`config.mk`:
```
export PLATFORM = sky130hd
export DESIGN_NAME = interrupt_arbiter
export DESIGN_NICKNAME = d
export VERILOG_FILES = /design/src/pkg/interrupt_arbiter_pkg.sv /design/src/hw/interrupt_arbiter.sv
export VERILOG_INCLUDE_DIRS = /design/src /design/src/pkg
export SDC_FILE = /design/constraint.sdc
export NUM_CORES = 1
export LEC_CHECK = 0
export ABC_AREA = 1
export ABC_CLOCK_PERIOD_IN_PS = 5050
export BUFFER_PORTS_ARGS = -buffer_cell sky130_fd_sc_hd__buf_4
export CAP_MARGIN = 10
export CORE_MARGIN = 4
export CORE_UTILIZATION = 54
export DETAILED_ROUTE_END_ITERATION = 12
export PLACE_DENSITY = 0.8
export SLEW_MARGIN = 20
export SYNTH_ARGS = -nofsm -noshare
export SYNTH_HDL_FRONTEND = slang
export SYNTH_SLANG_ARGS = --single-unit
```
`constraint.sdc`:
```
create_clock -name sys_clk -period 5.05 [get_ports sys_clk]
set_clock_uncertainty 0.1 [all_clocks]
set_input_delay 0.7575 -clock sys_clk [delete_from_list [all_inputs] [get_ports sys_clk]]
set_output_delay 0.7575 -clock sys_clk [all_outputs]
set_load 0.05 [all_outputs]
```
`src/pkg/interrupt_arbiter_defines.svh`:
```
// Constants for the interrupt priority and acceptance block
//
// Operation
// - Priority is a level from 0 (lowest) to 16 (highest).
// - The non-maskable request has fixed level 16 and is never blocked by the mask.
// - The user break request has fixed level 15 and is still compared with the mask.
// - External and peripheral requests carry programmed levels 0 to 15 only, never 16.
// - Of all requests pending in a cycle only the highest level goes to exception handling.
// - A maskable request is accepted only when its level is above the four-bit mask field.
// - Exception entry pushes the status word and then the program counter before the handler.
// - The accepted level is loaded into the mask field of the status word.
// - For the non-maskable request the mask field is loaded with all ones.
// - The handler address is read from the source's vector entry and execution branches there.
`ifndef INTERRUPT_ARBITER_DEFINES_SVH
`define INTERRUPT_ARBITER_DEFINES_SVH

// ====================================================================
// Levels
`define LVL_NMI          5'h10
`define LVL_UBRK         5'h0f
`define MASK_NMI         4'hf
`define MASK_LSB         4
`define MASK_MSB         7

// ====================================================================
// Vector numbers
`define VEC_NMI          8'h0b
`define VEC_UBRK         8'h0c
`define VEC_IRQ_BASE     8'h40
`define VEC_PERIPH_BASE  8'h50

// ====================================================================
// Stack frame
`define SP_SR_OFS        32'h00000004
`define SP_PC_OFS        32'h00000008
`define RST_WORD         32'h00000000

`endif

```
`src/pkg/interrupt_arbiter_pkg.sv`:
```
// Types for the interrupt priority and acceptance block
package interrupt_arbiter_pkg;

    // ================================================================
    // Entry sequence states
    typedef enum logic [3:0] {
        ST_IDLE    = 4'h1,
        ST_PUSH_SR = 4'h2,
        ST_PUSH_PC = 4'h4,
        ST_FETCH   = 4'h8
    } entry_state_t;

    // ================================================================
    // Memory request toward the bus
    typedef struct packed {
        logic        req;
        logic        we;
        logic [31:0] addr;
        logic [31:0] wdata;
    } mem_req_t;

    // ================================================================
    // Arbitration result
    typedef struct packed {
        logic       valid;
        logic       nmi;
        logic [4:0] level;
        logic [7:0] vector;
    } winner_t;

endpackage

```
`src/hw/interrupt_arbiter.sv`:
```
// Interrupt priority resolution and exception entry sequencer
`timescale 1ns/1ps
`include "interrupt_arbiter_defines.svh"

module interrupt_arbiter #(
    parameter int NUM_IRQ    = 8,
    parameter int NUM_PERIPH = 16
) (
    // Clock and reset
    input  wire logic                              sys_clk,
    input  wire logic                              rst_n,
    // Interrupt sources
    input  wire logic                              nmi_req,
    input  wire logic                              ubrk_req,
    input  wire logic [NUM_IRQ-1:0]                irq_req,
    input  wire logic [NUM_IRQ-1:0][3:0]           irq_level,
    input  wire logic [NUM_PERIPH-1:0]             periph_req,
    input  wire logic [NUM_PERIPH-1:0][3:0]        periph_level,
    // CPU state
    input  wire logic                              cpu_boundary,
    input  wire logic [31:0]                       cpu_status_word,
    input  wire logic [31:0]                       cpu_pc,
    input  wire logic [31:0]                       cpu_sp,
    input  wire logic [31:0]                       cpu_vbr,
    // Memory port
    output interrupt_arbiter_pkg::mem_req_t                     mem_out,
    input  wire logic                              mem_ack,
    input  wire logic [31:0]                       mem_rdata,
    // CPU updates
    output logic                                   entry_busy,
    output logic                                   sr_load,
    output logic [31:0]                            sr_value,
    output logic                                   sp_load,
    output logic [31:0]                            sp_value,
    output logic                                   pc_load,
    output logic [31:0]                            pc_value,
    output logic                                   int_ack,
    output logic [7:0]                             int_ack_vector
);

    // ================================================================
    // Registers
    interrupt_arbiter_pkg::entry_state_t state_reg;
    interrupt_arbiter_pkg::mem_req_t     mem_reg;
    interrupt_arbiter_pkg::winner_t      win;
    interrupt_arbiter_pkg::winner_t      taken_reg;
    logic [31:0]            saved_sr_reg;
    logic [31:0]            saved_pc_reg;
    logic [31:0]            saved_sp_reg;
    logic                   busy_reg;
    logic                   sr_load_reg;
    logic [31:0]            sr_value_reg;
    logic                   sp_load_reg;
    logic [31:0]            sp_value_reg;
    logic                   pc_load_reg;
    logic [31:0]            pc_value_reg;
    logic                   ack_reg;
    logic [7:0]             ack_vec_reg;
    logic [3:0]             mask;
    logic                   accept;
    logic                   beaten;

    assign mask = cpu_status_word[`MASK_MSB:`MASK_LSB];

    // ================================================================
    // Priority resolution
    always_comb begin
        win = '0;
        if (nmi_req) begin
            win = {1'b1, 1'b1, `LVL_NMI, `VEC_NMI};
        end
        if (ubrk_req && (!win.valid || `LVL_UBRK > win.level)) begin
            win = {1'b1, 1'b0, `LVL_UBRK, `VEC_UBRK};
        end
        // Strict compare keeps the earlier source on a tie
        for (int i = 0; i < NUM_IRQ; i++) begin
            if (irq_req[i] && (!win.valid || {1'b0, irq_level[i]} > win.level)) begin
                win.valid  = 1'b1;
                win.nmi    = 1'b0;
                win.level  = {1'b0, irq_level[i]};
                win.vector = `VEC_IRQ_BASE + 8'(i);
            end
        end
        for (int j = 0; j < NUM_PERIPH; j++) begin
            if (periph_req[j] && (!win.valid || {1'b0, periph_level[j]} > win.level)) begin
                win.valid  = 1'b1;
                win.nmi    = 1'b0;
                win.level  = {1'b0, periph_level[j]};
                win.vector = `VEC_PERIPH_BASE + 8'(j);
            end
        end
    end

    // Mask comparison; the non-maskable source bypasses it
    assign accept = win.valid && (win.nmi || win.level > {1'b0, mask});

    // Check that no pending external or peripheral request outranks the winner
    always_comb begin
        beaten = 1'b0;
        for (int k = 0; k < NUM_IRQ; k++) begin
            if (irq_req[k] && {1'b0, irq_level[k]} > win.level) begin
                beaten = 1'b1;
            end
        end
        for (int m = 0; m < NUM_PERIPH; m++) begin
            if (periph_req[m] && {1'b0, periph_level[m]} > win.level) begin
                beaten = 1'b1;
            end
        end
    end

    // ================================================================
    // Entry sequence state
    always_ff @(posedge sys_clk or negedge rst_n) begin
        if (!rst_n) begin
            state_reg <= interrupt_arbiter_pkg::ST_IDLE;
        end else begin
            case (state_reg)
                interrupt_arbiter_pkg::ST_IDLE: begin
                    if (cpu_boundary && accept) begin
                        state_reg <= interrupt_arbiter_pkg::ST_PUSH_SR;
                    end
                end
                interrupt_arbiter_pkg::ST_PUSH_SR: begin
                    if (mem_ack) begin
                        state_reg <= interrupt_arbiter_pkg::ST_PUSH_PC;
                    end
                end
                interrupt_arbiter_pkg::ST_PUSH_PC: begin
                    if (mem_ack) begin
                        state_reg <= interrupt_arbiter_pkg::ST_FETCH;
                    end
                end
                interrupt_arbiter_pkg::ST_FETCH: begin
                    if (mem_ack) begin
                        state_reg <= interrupt_arbiter_pkg::ST_IDLE;
                    end
                end
                default: begin
                    state_reg <= interrupt_arbiter_pkg::ST_IDLE;
                end
            endcase
        end
    end

    // ================================================================
    // Capture of the accepted request and CPU context
    always_ff @(posedge sys_clk or negedge rst_n) begin
        if (!rst_n) begin
            taken_reg    <= '0;
            saved_sr_reg <= `RST_WORD;
            saved_pc_reg <= `RST_WORD;
            saved_sp_reg <= `RST_WORD;
        end else if (state_reg == interrupt_arbiter_pkg::ST_IDLE && cpu_boundary && accept) begin
            taken_reg    <= win;
            saved_sr_reg <= cpu_status_word;
            saved_pc_reg <= cpu_pc;
            saved_sp_reg <= cpu_sp;
        end
    end

    // ================================================================
    // Memory requests: push SR, push PC, read vector
    always_ff @(posedge sys_clk or negedge rst_n) begin
        if (!rst_n) begin
            mem_reg <= '0;
        end else begin
            case (state_reg)
                interrupt_arbiter_pkg::ST_IDLE: begin
                    if (cpu_boundary && accept) begin
                        mem_reg <= {1'b1, 1'b1, cpu_sp - `SP_SR_OFS, cpu_status_word};
                    end
                end
                interrupt_arbiter_pkg::ST_PUSH_SR: begin
                    if (mem_ack) begin
                        mem_reg <= {1'b1, 1'b1, saved_sp_reg - `SP_PC_OFS, saved_pc_reg};
                    end
                end
                interrupt_arbiter_pkg::ST_PUSH_PC: begin
                    if (mem_ack) begin
                        mem_reg <= {1'b1, 1'b0,
                                    cpu_vbr + {22'h0, taken_reg.vector, 2'h0},
                                    `RST_WORD};
                    end
                end
                interrupt_arbiter_pkg::ST_FETCH: begin
                    if (mem_ack) begin
                        mem_reg <= '0;
                    end
                end
                default: begin
                    mem_reg <= '0;
                end
            endcase
        end
    end

    // ================================================================
    // Busy flag toward the CPU
    always_ff @(posedge sys_clk or negedge rst_n) begin
        if (!rst_n) begin
            busy_reg <= 1'b0;
        end else if (state_reg == interrupt_arbiter_pkg::ST_IDLE) begin
            busy_reg <= cpu_boundary && accept;
        end else if (state_reg == interrupt_arbiter_pkg::ST_FETCH && mem_ack) begin
            busy_reg <= 1'b0;
        end
    end

    // ================================================================
    // Status word and stack pointer update after both pushes
    always_ff @(posedge sys_clk or negedge rst_n) begin
        if (!rst_n) begin
            sr_load_reg  <= 1'b0;
            sr_value_reg <= `RST_WORD;
            sp_load_reg  <= 1'b0;
            sp_value_reg <= `RST_WORD;
        end else begin
            sr_load_reg <= 1'b0;
            sp_load_reg <= 1'b0;
            if (state_reg == interrupt_arbiter_pkg::ST_PUSH_PC && mem_ack) begin
                sr_load_reg  <= 1'b1;
                sr_value_reg <= saved_sr_reg;
                if (taken_reg.nmi) begin
                    sr_value_reg[`MASK_MSB:`MASK_LSB] <= `MASK_NMI;
                end else begin
                    sr_value_reg[`MASK_MSB:`MASK_LSB] <= taken_reg.level[3:0];
                end
                sp_load_reg  <= 1'b1;
                sp_value_reg <= saved_sp_reg - `SP_PC_OFS;
            end
        end
    end

    // ================================================================
    // Branch to handler and acknowledge the source
    always_ff @(posedge sys_clk or negedge rst_n) begin
        if (!rst_n) begin
            pc_load_reg  <= 1'b0;
            pc_value_reg <= `RST_WORD;
            ack_reg      <= 1'b0;
            ack_vec_reg  <= 8'h00;
        end else begin
            pc_load_reg <= 1'b0;
            ack_reg     <= 1'b0;
            if (state_reg == interrupt_arbiter_pkg::ST_FETCH && mem_ack) begin
                pc_load_reg  <= 1'b1;
                pc_value_reg <= mem_rdata;
                ack_reg      <= 1'b1;
                ack_vec_reg  <= taken_reg.vector;
            end
        end
    end

    assign mem_out        = mem_reg;
    assign entry_busy     = busy_reg;
    assign sr_load        = sr_load_reg;
    assign sr_value       = sr_value_reg;
    assign sp_load        = sp_load_reg;
    assign sp_value       = sp_value_reg;
    assign pc_load        = pc_load_reg;
    assign pc_value       = pc_value_reg;
    assign int_ack        = ack_reg;
    assign int_ack_vector = ack_vec_reg;
endmodule // interrupt_arbiter

```
# After elaboration in Yosys (flattened, before gate mapping)

Index checks and enable logic that the tools add are counted.
Widths: inputs -> output; s select.

Mux-type cells: 41
Add/sub/neg operators: 3
Equality and inequality tests: 8
Reduce and logical (&&, ||, !) cells: 84
$lt $le $gt $ge: 26

Operators with widths:

| kind                  | count |
|---|---|
| $mux 15               | 26 |
| $mux 66               | 4 |
| $pmux 66 s4           | 1 |
| $gt 4x5->1            | 24 |
| $add 32x10->32        | 1 |
| $sub 32x3->32 const B | 1 |
| $sub 32x4->32 const B | 1 |
| $logic_and 1x1->1     | 31 |
| $logic_or 1x1->1      | 26 |
| $logic_not 1->1       | 25 |
| $mux 4                | 5 |
| $pmux 4 s4            | 1 |
| $ne 2x2->1 const B    | 4 |
| $gt 4x5->1 const A    | 1 |
| $gt 5x4->1            | 1 |
| $eq 4x1->1 const B    | 1 |
| $eq 4x2->1 const B    | 1 |
| $eq 4x3->1 const B    | 1 |
| $eq 4x4->1 const B    | 1 |
| $mux 1                | 4 |
| $reduce_and 4->1      | 1 |
| $reduce_bool 2->1     | 1 |

Register bits after elaboration: 286
Output and inout port bits: 175

# Depth between registers and ports, before layout

Gate-level depths: netlist of the first run.

Word-level depth: 107
Mapped depth: 306
Mapped depth without buffers: 294

# Worst setup path after synthesis of the first run

OpenSTA, ideal clock, no wires.

Kind: in2reg
From: input port nmi_req
To: register saved_pc_reg[12]
Setup time: 0.066 ns
Path slack: -24.943 ns
Stages: 283
Path buffers: 12
Arrival: 29.827 ns
Path through: inv_2 -> buf_2 -> nand2_1 -> ha_1 -> nand2_1 -> nand2_1 -> nand3_1 -> nand2_1 -> nand2_1 -> nand2_1 -> o21ai_0 -> ha_1 -> inv_1 -> nor2_1 -> nand3_1 -> nand3_1 -> nand2_1 -> nand2_1 -> [... 247 more ...] -> nand2_1 -> clkbuf_1 -> or2_2 -> and2_1 -> ha_1 -> nand2_1 -> o21ai_0 -> a21oi_1 -> a41oi_1 -> o21ai_0 -> o21a_1 -> nor2_1 -> inv_1 -> nor2_1 -> clkbuf_1 -> clkbuf_1 -> nand2_1 -> nand2_1

RTL lines:

| element              | line                     | RTL |
|---|---|---|
| start, declared      | interrupt_arbiter.sv:13  | `input wire logic nmi_req,` |
| end signal, assigned | interrupt_arbiter.sv:152 | `` saved_pc_reg <= `RST_WORD; `` |
| end signal, assigned | interrupt_arbiter.sv:157 | `saved_pc_reg <= cpu_pc;` |
| end, declared        | interrupt_arbiter.sv:48  | `logic [31:0] saved_pc_reg;` |

==> results of run 1 <==
[routing by layer]
layer	track usage [%]	routed length [um]	vias up
li1	-	-	9779
met1	41.76	27160	10710
met2	64.13	38840	1957
met3	8.619	9599	658
met4	20.55	7376	2
met5	0	13	-
[cells by family after synthesis]
family / synth area share (%)
and+or+nand+nor: 32.44
buffers and inverters: 8.875
AOI/OAI and AO/OA: 10.74
DFF: 39.84
adders and majority gates: 6.490
xor gates and xnor gates: 1.605
other: 0.02147
[worst max-delay path: cells and delay by family]
family,cells,cell delay [ps]
AOI/OAI and AO/OA,38,4990
buffers and inverters,32,2730
and+or+nand+nor,176,16490
adders and majority gates,25,7160
[layout make-up]
cell class / instances / area [um^2]
repair buffers: 927 / 7597
repair inverters: 2 / 27.53
diodes: 7 / 17.52
multi-input cells: 1826 / 10670
well taps: 402 / 503.0
flip-flops and latches: 278 / 6958
fillers: 1530 / 3722
inverters: 313 / 1222
clock buffers: 44 / 883.3
clock inverters: 11 / 112.6
[stage by stage]
step | TNS [ps] | utilization [%] | cells | hold slack [ps] | setup WS (ps)
2_1_floorplan | -3944690 | - | 2506 | 342.2 | -22960
3_3_place_gp | -3984860 | 74.41 | 3566 | 354.5 | -23120
3_5_place_dp | -4289870 | 74.41 | 3566 | 359.3 | -24900
4_1_cts | -4032450 | 82.80 | 3751 | 94.64 | -23440
5_1_grt | -4911750 | 88.25 | 3808 | 123.9 | -28660
6_report | -4621730 | 88.26 | 3810 | 59.81 | -26890
[synthesized netlist by cell type, types with 10 or more instances]
master / instances
sky130_fd_sc_hd__and3_1: 12
sky130_fd_sc_hd__inv_1: 308
sky130_fd_sc_hd__nand2_2: 33
sky130_fd_sc_hd__nand3_1: 139
sky130_fd_sc_hd__nor2_1: 128
sky130_fd_sc_hd__dfrtp_1: 277
sky130_fd_sc_hd__a21oi_1: 54
sky130_fd_sc_hd__o21ai_0: 226
sky130_fd_sc_hd__buf_2: 12
sky130_fd_sc_hd__nand4_1: 52
sky130_fd_sc_hd__a31oi_1: 10
sky130_fd_sc_hd__o22ai_1: 15
sky130_fd_sc_hd__ha_1: 89
sky130_fd_sc_hd__nor3_1: 22
sky130_fd_sc_hd__clkbuf_1: 68
sky130_fd_sc_hd__xor2_1: 27
sky130_fd_sc_hd__nand2_1: 930
[cell usage in the layout, fill, tap and decap left out, types with 28 or more instances in the layout]
cell                          n
sky130_fd_sc_hd__nor2_1     116
sky130_fd_sc_hd__ha_4        28
sky130_fd_sc_hd__dfrtp_1    277
sky130_fd_sc_hd__o21ai_1     46
sky130_fd_sc_hd__buf_4      877
sky130_fd_sc_hd__o21ai_0    118
sky130_fd_sc_hd__clkbuf_16   43
sky130_fd_sc_hd__inv_1      290
sky130_fd_sc_hd__o21ai_2     59
sky130_fd_sc_hd__ha_1        59
sky130_fd_sc_hd__nand2_2    120
sky130_fd_sc_hd__nand2_4     55
sky130_fd_sc_hd__nand3_1    118
sky130_fd_sc_hd__a21oi_1     46
sky130_fd_sc_hd__nand2_1    795
sky130_fd_sc_hd__nand4_1     52
[path summary, 6_finish.rpt]
| path | endpoint | slack [ps] |
|---|---|---|
| worst max-delay path | saved_pc_reg[16] | -26890 |
| worst min-delay path | sr_value[16] | 60 |
| worst max register to register | mem_out[63] | -200 |
| worst min register to register | sr_value[29] | 370 |
| max in group asynchronous | pc_value[4] | 3630 |
| min in group sys_clk | pc_value[28] | 260 |
[repair_timing]
item | 4_1_cts | 5_1_grt
pin swaps | 187 | 196
resized for setup | 176 | 285
setup endpoints to repair | 173 | 173
setup buffers | 122 | 40
gates cloned | 8 | 16
endpoints found under the hold margin | 0 | 0
==> run summary, run 1 <==
The minimum clock period after layout came out at 31940 ps. Cell at the root of the clock tree: sky130_fd_sc_hd__clkbuf_16. The all-layer global routing usage was 36.85%; the layout-stage area growth over the synthesis result was 60.28%. Cells with a size suffix above 1 make up 39.75% of the layout.

Sorting the synthesized cells by area gives the leading types as sky130_fd_sc_hd__dfrtp_1 (40%), sky130_fd_sc_hd__nand2_1 (20%), sky130_fd_sc_hd__inv_1 (6.6%). The floorplan step defined a die boundary enclosing 35290 um^2. The initial utilization of the core area, before any placement, comes to 55.07%.

The cell area reported after detailed placement is 23600 um^2. The post-route cell area is 28000 um^2, and the count of cell types in the netlist is 47. Based on the critical path, the design can be clocked at up to 31.31 MHz. The setup path with the least slack is of type input port to register. Headroom to the max-slew limit came out at 17.41%.

After clock tree synthesis, the flow added hold-fix buffers numbering 0. From bottom edge to top edge, the die measures 187.9 um. Setup violations remaining at the end of the flow were counted as 173. The tools report the type of origin of the critical path as an input port. The clock net in this run drives a total of 278 sinks. At the end of routability-driven placement, the weighted congestion stood at 0.9525. The final reports fail on setup timing. The largest total area in the synthesized netlist belongs to sky130_fd_sc_hd__dfrtp_1. The run finished, with violations left. The number of maximum-capacitance constraint violations was 0.

For this design, the slowest cell found on the critical path is sky130_fd_sc_hd__o21ai_0. In this run the remaining antenna-violating nets after routing total 0. The maximum fanout along the worst path was 8. During placement, the flow inserted port buffers numbering 458.

The tools report the source of the critical timing path as nmi_req. In this design, the critical path's most frequently occurring cell is sky130_fd_sc_hd__nand2_1. The largest buffer count on any clock path is 3. The endpoint arrival time on the critical path is 32310 ps, and the total core area is 31720 um^2. Once detailed placement completed, the half-perimeter wirelength came to 46.96 mm. STA classifies the critical path endpoint as a register.

Counting cells, the worst reg-to-reg path comes to 38. The proportion of synthesized flip-flops having asynchronous set or reset is 100.0%. The tools report the remaining routing DRC violations as 0. For this run, the number of Yosys warnings is 0.

The required arrival time at the worst endpoint was 5410 ps. The minimum setup slack in the final design was -26890 ps. TritonCTS created 30 clock buffers. In the final routed layout, each cell accounts on average for 21.78 um. Wires add up to 82.99 mm. The run gives 6 as the number of search-and-repair iterations in the first detailed-routing pass. The total number of H-tree levels was 1; the via count of the first global-routing pass was 21150.

The die extent in x was 187.9 um; the hold violation total from the final report was 0. Among all flip-flop cells after synthesis, the most frequent one is sky130_fd_sc_hd__dfrtp_1. Synthesis produced a netlist whose cell count is 2505.

Setup repair after global routing could not meet its margin everywhere. The post-synthesis average cell area is 6.973 um^2. Dividing the detail-routed via count by the number of cells gives 6.064. After synthesis, the largest area contributor takes up 39.68% of total cell area. The initialized floorplan defines 65 standard-cell rows. In this run, synthesis inferred 0 flip-flops with an integrated enable. The number of register bits inferred by synthesis was 278. In this run the cell area of the synthesized design comes to 17470 um^2.

The number of vias after detailed routing was 23100; the number of flip-flops in the largest register was 66. In this run the critical register-to-register path is launched from taken_reg[2]. Clock-pin slew was measured on the worst setup and hold paths at 60 ps. The transition at the pin with the smallest max-transition slack is 1223 ps, and the share of the clock period used by the worst path is 632.5%. The tools report the pin count of the biggest net entering global routing as 102. The number of antenna violations at the first check in global routing was 8; the number of nets at the end of the flow was 3754.

After the first detailed-routing iteration, the DRC count stood at 2833. TritonCTS built the clock tree. The first global-routing pass estimated 106.7 mm of wire. Summing the sequential cell areas from Yosys gives 39.84% of the chip area. The final count of pins violating max slew came out at 0.

The tightest min-delay check is of the input port to asynchronous set/reset pin type. The largest single stage delay on the critical path is 390 ps. For the worst-skew pair, the clock arrives at the later sink with an insertion delay of 590 ps. Global routing finished with a remaining overflow of 0. For this design the top-level I/O count stands at 461.
Power of run 1 is not shown: default switching activity piles up to over one toggle a cycle in this logic, so the estimate is an artifact.
==> run 2, diff against run 1 <==
- BUFFER_PORTS_ARGS: -buffer_cell sky130_fd_sc_hd__buf_4 -> -buffer_cell sky130_fd_sc_hd__buf_2
==> run summary, run 2 (synthesis results as in run 1) <==
The flow ran to the end, but the final reports show violations. The tools report the hold violation total from the final report as 0 (unchanged). The tools report the later-pin clock latency in the skew report as 590 ps (about the same).

The tree is rooted in a sky130_fd_sc_hd__clkbuf_16. The peak per-stage delay on the critical path was 340 ps (-50 ps). The relative slew slack is 43.63% (+26 points).

The run gives 31160 ps (-1150 ps) as the endpoint arrival time on the critical path. For the number of top-level pins, the log shows 461 (unchanged). Remaining routing DRC violations: 0 (unchanged).

For the count of nets left with antenna violations after detail routing, the log shows 0 (unchanged). The number of core rows was 65 (unchanged); the minimum setup slack in the final design was -25700 ps (+1189 ps). The largest buffer count on any clock path was 3 (unchanged).

Global placement routability congestion: 0.9595 (+0.73%). The worst setup path is launched from an input port. The minimum clock period after layout came out at 30750 ps (-1189 ps). The die extent in x was 187.9 um (unchanged); the number of port buffers was 458 (unchanged). The area growth from synthesis to layout is 55.71%. The worst setup path is of the input port to register kind. The type of the most critical hold path was input port to asynchronous set/reset pin. The share of the clock period used by the worst path was 609.0% (-24 points); the number of antenna violations at the first check in global routing was 17 (+9). The logs give 78.62 mm (-5.3%) for the final wirelength and 30 (unchanged) for the number of clock buffers inserted by TritonCTS.

The most numerous cell type found on the critical path is sky130_fd_sc_hd__nand2_1. The number of vias after detailed routing was 22330 (-3.4%); the number of maximum-capacitance constraint violations was 0 (unchanged). The peak clock frequency supported by timing came out at 32.52 MHz (+3.9%).

Post-detailed-route wirelength per cell: 20.54 um (-5.7%). The cell count after placement is 3587 (+0.59%), and the non-filler instance count after layout is 3827 (+0.45%). The all-layer global routing usage was 37.72% (+0.87 points).

Via count of the first global-routing pass: 21560 (+2.0%). The final count of pins violating max slew is 0 (unchanged), and the number of search-and-repair iterations in the first detailed-routing pass is 6 (unchanged). The tools report the global-route wire length before repair as 108.9 mm (+2.0%).

The number of sinks on the clock net was 278 (unchanged). The transition at the pin with the smallest max-transition slack was 845.6 ps (-377.8 ps). The total setup violations reported at the end of the flow is 173 (unchanged), and the initial detailed-routing violation count is 2293 (-19%).

The worst slack at placement was -25010 ps (-116.8 ps). The required arrival time at the worst endpoint is 5460 ps (+50 ps). The via density per instance is 5.834 (-3.8%), and the clock slew seen by the registers of the worst setup and hold paths is 60 ps (about the same). The fraction of layout instances using a drive strength above 1 was 40.89% (+1.1 points). The initial standard-cell utilization of the core was 55.07% (unchanged).

TritonCTS built the clock tree. The top cell types in the final layout, fill and taps aside, are sky130_fd_sc_hd__nand2_1 (769), sky130_fd_sc_hd__buf_2 (455), sky130_fd_sc_hd__buf_4 (422), sky130_fd_sc_hd__inv_1 (293), sky130_fd_sc_hd__dfrtp_1 (277). Floorplan die area: 35290 um^2 (unchanged). The total global routing overflow is 0 (unchanged), and the HPWL after detailed placement is 45.99 mm (-2.1%). Setup repair after global routing could not meet its margin everywhere.

The final reports fail on setup timing. The pin count of the biggest net entering global routing is 97 (-4.9%). Leaving out fill and tap cells, the most frequent cell in the layout is sky130_fd_sc_hd__nand2_1. The tools report the final-layout fill cell count as 1733 (+13%).

Category of the worst setup path capture point: a register. The die extent in y works out to 187.9 um (unchanged). The worst reg-to-reg path cell count is 38 (unchanged).

The total number of H-tree levels was 1 (unchanged); the maximum fanout along the worst path was 14 (+6). The number of nets at the end of the flow is 3761 (+0.19%). The cell with the largest stage delay on the worst path was sky130_fd_sc_hd__o21ai_0. The total core area was 31720 um^2 (unchanged). The number of flip-flops in the largest register works out to 66 (unchanged). The setup total negative slack is -4425470 ps (+196260 ps).
## run 2: through the flow
step / hold WS (ps) / instance area (um^2) / utilization, %
2_1_floorplan: 342.2 / 17910 / -
3_3_place_gp: 347.8 / 22600 / 71.26
3_5_place_dp: 353.1 / 22600 / 71.26
4_1_cts: 122.7 / 25450 / 80.24
5_1_grt: 130.4 / 27170 / 85.67
6_report: 77.26 / 27200 / 85.75
## run 2: final timing paths
kind / slack [ps] / end / from
max: -25700 / saved_sr_reg[1] / nmi_req
min: 80 / sp_load / rst_n
max reg2reg: -40 / mem_out[63] / taken_reg[2]
min reg2reg: 370 / sr_value[27] / sr_value[27]
max in group asynchronous: 3580 / sp_value[19] / rst_n
min in group sys_clk: 250 / pc_value[9] / mem_rdata[9]
## run 2: area by class of cell
cell class | instances | area, um^2 | share of cell area [%]
Sequential cell | 278 | 6958 | 25.58
Multi-Input combinational cell | 1825 | 10760 | 39.55
Timing Repair Buffer | 937 | 6686 | 24.58
Clock buffer | 45 | 907.1 | 3.335
Clock inverter | 9 | 132.6 | 0.4876
Tap cell | 402 | 503.0 | 1.849
Antenna cell | 18 | 45.04 | 0.1656
Inverter | 313 | 1209 | 4.444
## run 2: what timing repair did
item,CTS,global route
hold buffers,0,0
setup endpoints to repair,173,173
buffers inserted,107,38
cloned,12,14
pin swaps,130,197
gates resized for setup,239,287
## run 2: metal layers
metal  share of wire (%)  vias to the layer above  GRT usage [%]
li1                    -                     9821              -
met5               0.075                        -              0
met1                  33                    10280          42.98
met3                  11                      549          10.11
met4                 8.2                        8          21.74
met2                  47                     1670          64.05
## run 2: worst max-delay path, delay by kind of cell
family,cells,cell delay (ps)
AOI/OAI and AO/OA,34,4430
buffers and inverters,44,4300
adders and majority gates,23,6400
and+or+nand+nor,166,15160
Power of run 2 is left out for the same reason.
